$ cat config.mk
export PLATFORM = sky130hd
export DESIGN_NAME = rfc_fan_ctrl
export DESIGN_NICKNAME = d
export VERILOG_FILES = /design/src/rfc_pkg.sv /design/src/rfc_fan_ctrl.sv /design/src/rfc_period_meter.sv
export VERILOG_INCLUDE_DIRS = /design/src
export SDC_FILE = /design/constraint.sdc
export NUM_CORES = 1
export LEC_CHECK = 0
export ABC_CLOCK_PERIOD_IN_PS = 4600
export BUFFER_PORTS_ARGS = -buffer_cell sky130_fd_sc_hd__buf_2
export CAP_MARGIN = 20
export CORE_MARGIN = 2
export CORE_UTILIZATION = 55
export CTS_CLUSTER_SIZE = 24
export DETAILED_ROUTE_END_ITERATION = 10
export PLACE_DENSITY_LB_ADDON = 0.1
export REMOVE_ABC_BUFFERS = 1
export SYNTH_ARGS = -nofsm -noshare
export SYNTH_HDL_FRONTEND = slang
export SYNTH_SLANG_ARGS = --single-unit
$ cat constraint.sdc
create_clock -name CLK -period 4.6 [get_ports CLK]
set_input_delay 0.23 -clock CLK [delete_from_list [all_inputs] [get_ports CLK]]
set_output_delay 0.23 -clock CLK [all_outputs]
set_load 0.005 [all_outputs]
$ cat src/rfc_defs.svh
// Register map, reset values, field positions and timing constants of the fan controller
`ifndef RFC_DEFS_SVH
`define RFC_DEFS_SVH

`define RFC_ADDR_DRIVE     8'h51
`define RFC_ADDR_LOOP_CFG  8'h52
`define RFC_ADDR_SPIN_CFG  8'h53
`define RFC_ADDR_STEP      8'h54
`define RFC_ADDR_FLOOR     8'h55
`define RFC_ADDR_STALL_THR 8'h56
`define RFC_ADDR_GOAL      8'h57
`define RFC_ADDR_MEAS      8'h58
`define RFC_ADDR_PART_ID   8'hFD

`define RFC_RST_DRIVE      8'h00
`define RFC_RST_LOOP_CFG   8'hCB
`define RFC_RST_SPIN_CFG   3'h1
`define RFC_RST_STEP       6'h10
`define RFC_RST_FLOOR      8'h80
`define RFC_RST_STALL_THR  8'hF5
`define RFC_RST_GOAL       8'hFA
`define RFC_RST_MEAS       8'hFF

`define RFC_LOOP_EN_BIT    7
`define RFC_RANGE_BIT      6
`define RFC_EDGES_MSB      4
`define RFC_EDGES_LSB      3
`define RFC_UPD_MSB        2
`define RFC_UPD_LSB        0
`define RFC_LOOP_CFG_MASK  8'hDF
`define RFC_LEVEL_BIT      2
`define RFC_DUR_MSB        1
`define RFC_DUR_LSB        0

`define RFC_GOAL_OFF       8'hFF
`define RFC_COUNT_SAT      8'hFF
`define RFC_DRIVE_FULL     8'hFF
`define RFC_LEVEL_60       8'h99
`define RFC_LEVEL_75       8'hBF

`define RFC_CLK_HZ         28'd200000000
`define RFC_REF_HZ         28'd32768
`define RFC_MS_PER_S       1000

`define RFC_UPD_MS_0       11'd100
`define RFC_UPD_MS_1       11'd200
`define RFC_UPD_MS_2       11'd300
`define RFC_UPD_MS_3       11'd400
`define RFC_UPD_MS_4       11'd500
`define RFC_UPD_MS_5       11'd800
`define RFC_UPD_MS_6       11'd1200
`define RFC_UPD_MS_7       11'd1600
`define RFC_SPIN_MS_0      11'd250
`define RFC_SPIN_MS_1      11'd500
`define RFC_SPIN_MS_2      11'd1000
`define RFC_SPIN_MS_3      11'd2000

`define RFC_EDGES_0        4'd3
`define RFC_EDGES_1        4'd5
`define RFC_EDGES_2        4'd7
`define RFC_EDGES_3        4'd9
`define RFC_PERIOD_MAX     12'hFFF

`endif

$ cat src/rfc_pkg.sv
// Types shared by the fan controller modules
package rfc_pkg;
   typedef enum logic [1:0] {
      ST_OFF  = 2'b00,
      ST_SPIN = 2'b01,
      ST_RUN  = 2'b10
   } rfc_state_e;
   typedef logic [7:0] rfc_byte_t;
endpackage : rfc_pkg

$ cat src/rfc_fan_ctrl.sv
// Closed-loop fan speed controller with spin-up, stall detection and register port
// Summary of operation
// - Loop enable 0 drives manual setting; 1 (default) regulates to target count.
// - Range bit selects 1x or 4x count multiplier; default 4x.
// - Edge field selects 3, 5, 7 or 9 sense edges per revolution.
// - Update field selects 100 to 1600 ms between drive updates.
// - Spin-up drive is 60% or 75% of full scale.
// - Spin duration 250 ms, 500 ms, 1 s or 2 s.
// - No valid speed by end of spin raises spin-up failure event.
// - Failed spin-up retries immediately while loop is active.
// - Each update changes drive by at most the 6-bit step value, or raises it straight to the floor if it is below it.
// - Loop updates never drive below minimum drive; the spin-up level ignores it, and target FFh drives 0.
// - Count above stall threshold means stalled; spin-up starts.
// - End of spin-up compares count with stall threshold.
// - Target above stall threshold is ignored; drive is held.
// - Target FFh turns drive off; other target writes start spin-up.
// - Speed count is 32.768 kHz periods per revolution.
// - Count registers hold upper bits, weights 2048 down to 16.
// - Too-slow fan reads FFh, also the reset value.
// - Spin, step, floor and threshold registers ignore writes when locked.
// - Read-only 8-bit part identification register.
// - Drive register reads applied level; loop-time writes kept for manual mode.
`timescale 1ns/1ps
`default_nettype none
`include "rfc_defs.svh"
module rfc_fan_ctrl #(
   parameter int unsigned   MS_CYCLES = `RFC_CLK_HZ / `RFC_MS_PER_S,
   parameter rfc_pkg::rfc_byte_t PART_ID = 8'hA5 // Arbitrary value
) (
   input  wire logic        CLK,
   input  wire logic        RST_N,
   input  wire logic        SPEED_SENSE,
   input  wire logic        SW_LOCK,
   input  wire logic [7:0]  REG_ADDR,
   input  wire logic [7:0]  REG_WDATA,
   input  wire logic        REG_WR,
   input  wire logic        REG_RD,
   output logic [7:0]       REG_RDATA,
   output logic [7:0]       DRIVE_LEVEL,
   output logic             SPIN_FAIL
);
   import rfc_pkg::*;

   rfc_state_e  st_q;
   logic [7:0]  loop_cfg_q;
   logic [2:0]  spin_cfg_q;
   logic [5:0]  step_q;
   logic [7:0]  floor_q;
   logic [7:0]  thr_q;
   logic [7:0]  goal_q;
   logic [7:0]  manual_q;
   logic [7:0]  drive_q;
   logic [7:0]  meas;
   logic [7:0]  rdata_q;
   logic        fail_q;
   logic [27:0] ref_acc_q;
   logic [27:0] ref_sum;
   logic        ref_tick_q;
   logic [17:0] ms_cnt_q;
   logic        ms_tick_q;
   logic [10:0] tmr_q;
   logic [10:0] tmr_nxt;
   logic        sense_s1_q;
   logic        sense_s2_q;
   logic        sense_s3_q;
   logic        sense_edge;
   logic        loop_en;
   logic        goal_wr;
   logic [7:0]  spin_lvl;

   function automatic logic [10:0] upd_ms(input logic [2:0] c);
      case (c)
         3'h0:    upd_ms = `RFC_UPD_MS_0;
         3'h1:    upd_ms = `RFC_UPD_MS_1;
         3'h2:    upd_ms = `RFC_UPD_MS_2;
         3'h3:    upd_ms = `RFC_UPD_MS_3;
         3'h4:    upd_ms = `RFC_UPD_MS_4;
         3'h5:    upd_ms = `RFC_UPD_MS_5;
         3'h6:    upd_ms = `RFC_UPD_MS_6;
         default: upd_ms = `RFC_UPD_MS_7;
      endcase
   endfunction : upd_ms

   function automatic logic [10:0] spin_ms(input logic [1:0] c);
      case (c)
         2'h0:    spin_ms = `RFC_SPIN_MS_0;
         2'h1:    spin_ms = `RFC_SPIN_MS_1;
         2'h2:    spin_ms = `RFC_SPIN_MS_2;
         default: spin_ms = `RFC_SPIN_MS_3;
      endcase
   endfunction : spin_ms

   // One bounded step toward the target, clamped at full scale and at the floor
   function automatic logic [7:0] next_drive(input logic [7:0] d, input logic [7:0] m,
                                             input logic [7:0] g, input logic [5:0] s,
                                             input logic [7:0] f);
      logic [8:0] up;
      logic [8:0] lo;
      logic [7:0] r;
      up = {1'b0, d} + {3'b000, s};
      lo = {1'b0, f} + {3'b000, s};
      r  = d;
      if (m > g)
         r = up[8] ? `RFC_DRIVE_FULL : up[7:0];
      else if (m < g)
         r = ({1'b0, d} < lo) ? f : (d - {2'b00, s});
      if (r < f)
         r = f;
      next_drive = r;
   endfunction : next_drive

   assign loop_en  = loop_cfg_q[`RFC_LOOP_EN_BIT];
   assign goal_wr  = REG_WR && (REG_ADDR == `RFC_ADDR_GOAL);
   assign spin_lvl = spin_cfg_q[`RFC_LEVEL_BIT] ? `RFC_LEVEL_75 : `RFC_LEVEL_60;
   assign ref_sum  = ref_acc_q + `RFC_REF_HZ;
   assign tmr_nxt  = tmr_q + 11'd1;

   // Fractional divider keeps the reference at 32.768 kHz on average
   always_ff @(posedge CLK) begin
      if (!RST_N) begin
         ref_acc_q  <= 28'd0;
         ref_tick_q <= 1'b0;
      end else if (ref_sum >= `RFC_CLK_HZ) begin
         ref_acc_q  <= ref_sum - `RFC_CLK_HZ;
         ref_tick_q <= 1'b1;
      end else begin
         ref_acc_q  <= ref_sum;
         ref_tick_q <= 1'b0;
      end
   end

   always_ff @(posedge CLK) begin
      if (!RST_N) begin
         ms_cnt_q  <= 18'd0;
         ms_tick_q <= 1'b0;
      end else if (ms_cnt_q == 18'(MS_CYCLES - 1)) begin
         ms_cnt_q  <= 18'd0;
         ms_tick_q <= 1'b1;
      end else begin
         ms_cnt_q  <= ms_cnt_q + 18'd1;
         ms_tick_q <= 1'b0;
      end
   end

   // Sense pin is asynchronous; both edges count
   always_ff @(posedge CLK) begin
      if (!RST_N) begin
         // Idle level of the pulled-up pin, so reset release shows no false edge
         sense_s1_q <= 1'b1;
         sense_s2_q <= 1'b1;
         sense_s3_q <= 1'b1;
      end else begin
         sense_s1_q <= SPEED_SENSE;
         sense_s2_q <= sense_s1_q;
         sense_s3_q <= sense_s2_q;
      end
   end
   assign sense_edge = sense_s2_q ^ sense_s3_q;

   rfc_period_meter u_meter (
      .clk        (CLK),
      .rst_n      (RST_N),
      .ref_tick   (ref_tick_q),
      .sense_edge (sense_edge),
      .edges_sel  (loop_cfg_q[`RFC_EDGES_MSB:`RFC_EDGES_LSB]),
      .range_4x   (loop_cfg_q[`RFC_RANGE_BIT]),
      .count_q    (meas),
      .done_q     ()
   );

   always_ff @(posedge CLK) begin
      if (!RST_N) begin
         loop_cfg_q <= `RFC_RST_LOOP_CFG;
         spin_cfg_q <= `RFC_RST_SPIN_CFG;
         step_q     <= `RFC_RST_STEP;
         floor_q    <= `RFC_RST_FLOOR;
         thr_q      <= `RFC_RST_STALL_THR;
         goal_q     <= `RFC_RST_GOAL;
         manual_q   <= `RFC_RST_DRIVE;
      end else if (REG_WR) begin
         case (REG_ADDR)
            `RFC_ADDR_DRIVE:    manual_q   <= REG_WDATA;
            `RFC_ADDR_LOOP_CFG: loop_cfg_q <= REG_WDATA & `RFC_LOOP_CFG_MASK;
            `RFC_ADDR_GOAL:     goal_q     <= REG_WDATA;
            `RFC_ADDR_SPIN_CFG: if (!SW_LOCK) spin_cfg_q <= REG_WDATA[2:0];
            `RFC_ADDR_STEP:     if (!SW_LOCK) step_q <= REG_WDATA[5:0];
            `RFC_ADDR_FLOOR:    if (!SW_LOCK) floor_q <= REG_WDATA;
            `RFC_ADDR_STALL_THR: if (!SW_LOCK) thr_q <= REG_WDATA;
            default: ;
         endcase
      end
   end

   // Control state machine and drive level
   always_ff @(posedge CLK) begin
      if (!RST_N) begin
         st_q    <= ST_OFF;
         drive_q <= `RFC_RST_DRIVE;
         tmr_q   <= 11'd0;
         fail_q  <= 1'b0;
      end else begin
         fail_q <= 1'b0;
         if (ms_tick_q)
            tmr_q <= tmr_nxt;
         if (!loop_en) begin
            st_q    <= ST_OFF;
            if (REG_WR && (REG_ADDR == `RFC_ADDR_DRIVE))
               drive_q <= REG_WDATA;
            else
               drive_q <= manual_q;
            tmr_q   <= 11'd0;
         end else if (goal_wr) begin
            tmr_q <= 11'd0;
            if (REG_WDATA == `RFC_GOAL_OFF) begin
               st_q    <= ST_OFF;
               drive_q <= 8'h00;
            end else begin
               st_q    <= ST_SPIN;
               drive_q <= spin_lvl;
            end
         end else begin
            case (st_q)
               ST_OFF: begin
                  tmr_q <= 11'd0;
                  if (goal_q == `RFC_GOAL_OFF) begin
                     drive_q <= 8'h00;
                  end else begin
                     st_q    <= ST_SPIN;
                     drive_q <= spin_lvl;
                  end
               end
               ST_SPIN: begin
                  drive_q <= spin_lvl;
                  if (ms_tick_q && tmr_nxt >= spin_ms(spin_cfg_q[`RFC_DUR_MSB:`RFC_DUR_LSB])) begin
                     tmr_q <= 11'd0;
                     if (meas <= thr_q)
                        st_q <= ST_RUN;
                     else
                        fail_q <= 1'b1;
                  end
               end
               ST_RUN: begin
                  if (meas > thr_q) begin
                     st_q    <= ST_SPIN;
                     drive_q <= spin_lvl;
                     tmr_q   <= 11'd0;
                  end else if (ms_tick_q && tmr_nxt >= upd_ms(loop_cfg_q[`RFC_UPD_MSB:`RFC_UPD_LSB])) begin
                     tmr_q <= 11'd0;
                     // Unreachable target would wind the drive to a rail; hold instead
                     if (goal_q <= thr_q)
                        drive_q <= next_drive(drive_q, meas, goal_q, step_q, floor_q);
                  end
               end
               default: st_q <= ST_OFF;
            endcase
         end
      end
   end

   always_ff @(posedge CLK) begin
      if (!RST_N) begin
         rdata_q <= 8'h00;
      end else if (REG_RD) begin
         case (REG_ADDR)
            `RFC_ADDR_DRIVE:     rdata_q <= drive_q;
            `RFC_ADDR_LOOP_CFG:  rdata_q <= loop_cfg_q;
            `RFC_ADDR_SPIN_CFG:  rdata_q <= {5'h00, spin_cfg_q};
            `RFC_ADDR_STEP:      rdata_q <= {2'b00, step_q};
            `RFC_ADDR_FLOOR:     rdata_q <= floor_q;
            `RFC_ADDR_STALL_THR: rdata_q <= thr_q;
            `RFC_ADDR_GOAL:      rdata_q <= goal_q;
            `RFC_ADDR_MEAS:      rdata_q <= meas;
            `RFC_ADDR_PART_ID:   rdata_q <= PART_ID;
            default:             rdata_q <= 8'h00;
         endcase
      end
   end

   assign REG_RDATA   = rdata_q;
   assign DRIVE_LEVEL = drive_q;
   assign SPIN_FAIL   = fail_q;
endmodule : rfc_fan_ctrl
`default_nettype wire

$ cat src/rfc_period_meter.sv
// Speed-sense period meter: reference periods per revolution, scaled to the reading
`timescale 1ns/1ps
`default_nettype none
`include "rfc_defs.svh"
module rfc_period_meter (
   input  wire logic        clk,
   input  wire logic        rst_n,
   input  wire logic        ref_tick,
   input  wire logic        sense_edge,
   input  wire logic [1:0]  edges_sel,
   input  wire logic        range_4x,
   output logic [7:0]       count_q,
   output logic             done_q
);
   import rfc_pkg::*;

   logic [11:0] per_q;
   logic [3:0]  edg_q;
   logic        act_q;
   logic [3:0]  need;

   function automatic logic [3:0] edges_for(input logic [1:0] sel);
      case (sel)
         2'b00:   edges_for = `RFC_EDGES_0;
         2'b01:   edges_for = `RFC_EDGES_1;
         2'b10:   edges_for = `RFC_EDGES_2;
         default: edges_for = `RFC_EDGES_3;
      endcase
   endfunction : edges_for

   // Reading holds weights 2048..16 of the count times 1x or 4x
   function automatic logic [7:0] scale(input logic [11:0] p, input logic x4);
      if (x4)
         scale = (p[11:10] != 2'b00) ? `RFC_COUNT_SAT : p[9:2];
      else
         scale = p[11:4];
   endfunction : scale

   assign need = edges_for(edges_sel);

   always_ff @(posedge clk) begin
      if (!rst_n) begin
         per_q   <= 12'h000;
         edg_q   <= 4'h0;
         act_q   <= 1'b0;
         count_q <= `RFC_RST_MEAS;
         done_q  <= 1'b0;
      end else begin
         done_q <= 1'b0;
         if (sense_edge) begin
            if (!act_q || (edg_q + 4'd1 >= need)) begin
               if (act_q) begin
                  count_q <= scale(per_q, range_4x);
                  done_q  <= 1'b1;
               end
               act_q <= 1'b1;
               edg_q <= 4'd1;
               per_q <= 12'h000;
            end else begin
               edg_q <= edg_q + 4'd1;
            end
         end else if (ref_tick && act_q) begin
            if (per_q == `RFC_PERIOD_MAX) begin
               // Fan too slow or stopped: report saturation and rearm
               count_q <= `RFC_COUNT_SAT;
               done_q  <= 1'b1;
               act_q   <= 1'b0;
            end else begin
               per_q <= per_q + 12'd1;
            end
         end
      end
   end
endmodule : rfc_period_meter
`default_nettype wire

==> impl_metrics.csv <==
group,metric,value,unit
grt,grt_pass1_vias,7864,
min_path,min_from,"RST_N",
min_path,hold_path_depth,2,
critical_path,critPathLaunchType,"flip-flop",
detailed_routing,routed_wl,25200,um
floorplan,io_pins,39,
floorplan,die_area,18500,um^2
yosys,ys_ff_latch,145,
yosys,ys_seq_area_frac,0.302,
critical_path,cp.arrival,5250,ps
sta,slew_headroom,0.341,
place,gp_congestion,0.915,
grt,grt_pass1_wl,40600,um
layout,syn_to_final_growth,15.4,%
yosys,ys_types,73,
floorplan,die_w,136,um
yosys,yosys.area_share.adder,0.125,
clock_tree,cts_root_buffer,"clkbuf_16",
detailed_routing,top_layer,"met4",
sta,fin_crit,4930,ps
job,maxCapViolCount,0,
detailed_routing,dr_wl_met3,1510,um
place,place_ws,-642,ps
layout,n_antenna_cell,0,
detailed_routing,wire_per_inst,16.7,um
place,dp_hpwl,18700,um
critical_path,r2r_start,"floor_q[0]",
clock_tree,numCtsBuffers,17,
yosys,synthesis.yosys.warnings,0,
yosys,syn_inst,1192,
yosys,synth_xor_area_frac,0.0784,
detailed_routing,vias_per_cell,5.77,
sta,layout_setup_ws,-332,ps
sta,hold_viol,0,
min_path,worstHoldEndpoint,"thr_q[0]",
yosys,synth_top_family_by_area,"simple AND/OR/NAND/NOR gates",
critical_path,crit_required,4920,ps
clock_tree,insertion_delay,440,ps
yosys,synth_top_cell_by_area,"dfxtp_1",
yosys,synth-compound-area-share,0.162,
yosys,synth-main-ff-cell,"dfxtp_1",
sta,max_slew.worst_pin.slew,985,ps
detailed_routing,wl_met2,11000,um
yosys,synth_mux_area_frac,0.0508,
detailed_routing,vias,8702,
layout,layout.nets,1385,
yosys,post_synth.cell_area_avg,8.06,um^2
floorplan,start_util,0.559,
layout,multi_input_area,6370,um^2
min_path,hp-class,"in2reg",
detailed_routing,first_pass_iters,5,
critical_path,crit_type,"reg2reg",
pwr,peakVddDrop,0.267,mV
yosys,ys_top_cells_by_area,"dfxtp_1, ha_1, nor2_1",
layout,final_core_util,0.645,
sta,finalSetupTns,-1720,ps
critical_path,cp-end-kind,"flip-flop",
yosys,synth-edff-count,0,
critical_path,r2r_cells,24,
yosys,synth-simple-area-share,0.236,
sta,setup_viol,7,
floorplan,core,17200,um^2
sta,clock_skew,18.9,ps
clock_tree,cts_max_path_buffers,2,
grt,grt.overflow.total,0,
layout,nFillCells,1529,
clock_tree,path_clk_slew,60,ps
detailed_routing,drc_errors,0,
sta,finalMaxSlewViolations,0,
yosys,async_flop_share,0,
pwr,power_density,330,nW/um^2
grt,antenna_found_initial,0,
grt,grt_usage,0.280,
status,violations,"negative setup slack",
sta,rsz0062_at_grt,"true",
clock_tree,clkSinkCount,145,
layout,final_layout_size_suffix_gt1_frac,0.145,
clock_tree,cts_tree,"done",
clock_tree,cts-htree-levels,4,
floorplan,chipHeight,136,um
critical_path,rr_endpoint,"DRIVE_LEVEL[6]",
critical_path,cp_max_fo,6,
layout,regArea,2910,um^2
sta,fmax,0.203,GHz
detailed_routing,wl_met1,11900,um
pwr,p_leak,4.68,nW
detailed_routing,ant_nets,0,
place,port_buffers,38,
yosys,syn_area,9610,um^2
critical_path,ff2ff_setup_slack,-330,ps
grt,grt_max_degree,40,
sta,period_share,1.07,
status,outcome,"complete, but fails checks",
floorplan,placementRows,48,
detailed_routing,drt-initial-drc-count,597,
yosys,yosysTopAreaCellShare,0.302,
==> stage by stage <==
step / instance area, um^2 / hold slack (ps) / power (mW) / instances
global placement: 10200 / 388 / 2.18 / 1455
finish: 11100 / 154 / 3.66 / 1507
detailed placement: 10200 / 415 / 2.19 / 1455
floorplan: 9410 / 292 / 1.85 / 1143
CTS: 11000 / 142 / 3.63 / 1502
global route: 11100 / 149 / 3.84 / 1507
==> report_power, final <==
group	switching, mW	internal, mW	total, mW	leakage, nW
Clock	0.597	0.760	1.36	0.274
Sequential	0.0476	1.29	1.34	1.18
Combinational	0.505	0.463	0.968	3.23
==> Yosys cell counts, types with 3 or more instances <==
cell,n
nor3_1,31
a32oi_1,3
and4_1,4
and3_1,13
or2_2,6
a22oi_1,13
dfxtp_1,145
nand2b_1,21
a221oi_1,8
a21o_1,16
mux2_2,4
mux2i_1,33
buf_2,4
a21boi_0,3
nor4b_1,3
o31ai_1,3
nor2b_1,10
a211oi_1,8
a31oi_1,5
nor3b_1,3
o21ai_0,55
o221ai_1,3
o21a_1,7
mux4_2,5
nand4_1,25
nand3_1,45
o22ai_1,7
o21ai_1,3
xnor2_1,40
o211ai_1,18
or3_1,12
clkbuf_1,40
nand2_1,120
ha_1,91
buf_1,3
a21oi_1,61
nor2_1,151
nand3b_1,9
inv_1,61
xor2_1,46
nor4_1,4
fa_1,3
o21bai_1,4
and2_1,9
==> final cells by class <==
cell class	instances	area share
multi-input cells	936	0.574
flip-flops and latches	145	0.262
repair buffers	107	0.0651
clock buffers	17	0.0384
well taps	225	0.0254
inverters	62	0.0210
clock inverters	15	0.0133
==> layout by cell type, fill, tap and decap left out, types with 4 or more instances in the layout <==
master,instances
nor3_1,31
xor2_1,46
clkbuf_16,17
a211oi_1,6
o21a_1,7
dfxtp_1,141
ha_1,87
nor2b_1,9
mux4_2,5
o21ai_0,49
a21oi_1,58
and4_1,4
and2_1,8
nand2_1,120
nand3b_1,9
xnor2_1,40
inv_6,8
or3_1,12
a31oi_1,5
buf_2,38
a22oi_1,13
buf_4,65
nor4_1,4
o21ai_1,9
a221oi_1,6
a21o_1,16
mux2_2,4
nor2_1,151
inv_1,59
nand2b_1,21
nand3_1,45
o211ai_1,18
o22ai_1,7
and3_1,12
mux2i_1,33
nand4_1,25
o21bai_1,4
or2_2,6
==> worst max path at each step <==
stage	from	slack (ps)	to
6_report	floor_q[0]	-330	DRIVE_LEVEL[6]
5_1_grt	floor_q[0]	-520	DRIVE_LEVEL[6]
4_1_cts	floor_q[0]	-370	DRIVE_LEVEL[6]
3_5_place_dp	step_q[1]	-640	DRIVE_LEVEL[3]
3_3_place_gp	step_q[1]	-480	DRIVE_LEVEL[7]
2_1_floorplan	step_q[1]	-480	DRIVE_LEVEL[6]
==> kinds of logic after synthesis <==
kind of cell / Yosys count
muxes: 42
DFF: 145
AOI/OAI and AO/OA: 239
and+or+nand+nor: 475
xor gates and xnor gates: 86
buffers and inverters: 111
adders and majority gates: 94
==> what timing repair did <==
item,in CTS,in global routing
resized for setup,24,10
setup buffers,14,5
setup endpoints to repair,8,8
pin swaps,18,19
hold endpoints to repair,1,0
hold buffers,1,0
==> per-layer routing <==
metal / vias to the layer above / GRT usage
met5: - / 0
met3: 51 / 0.0485
met2: 251 / 0.437
met1: 4043 / 0.387
li1: 4357 / -
met4: 0 / 0.104
==> state kept, by name (all words and copies together), names as in the netlist <==
name / cells
ref_acc_q: 19
ms_cnt_q: 18
u_meter.per_q: 12
tmr_q: 11
DRIVE_LEVEL: 8
REG_RDATA: 8
floor_q: 8
goal_q: 8
manual_q: 8
thr_q: 8
u_meter.count_q: 8
loop_cfg_q: 7
step_q: 6
u_meter.edg_q: 4
spin_cfg_q: 3
st_q: 2
SPIN_FAIL: 1
ms_tick_q: 1
ref_tick_q: 1
sense_s1_q: 1
sense_s2_q: 1
sense_s3_q: 1
u_meter.act_q: 1
==> critical path, cell delays in order (launching register included) <==
cell	delay, ps
dfxtp_2	350
ha_4	140
inv_2	30
fa_2	350
nor2b_2	140
o31a_1	150
o21a_1	110
nor2_1	40
xnor2_1	130
ha_2	180
or3_1	380
a221oi_2	160
o21ai_1	120
and3_4	210
buf_6	120
a311o_1	320
ha_1	300
and4_1	240
a221oi_2	80
and2_4	160
a41o_1	220
a41oi_4	270
mux2i_1	290
o32ai_2	110
o21a_1	210
No activity file was read; power rests on OpenSTA's default activity.
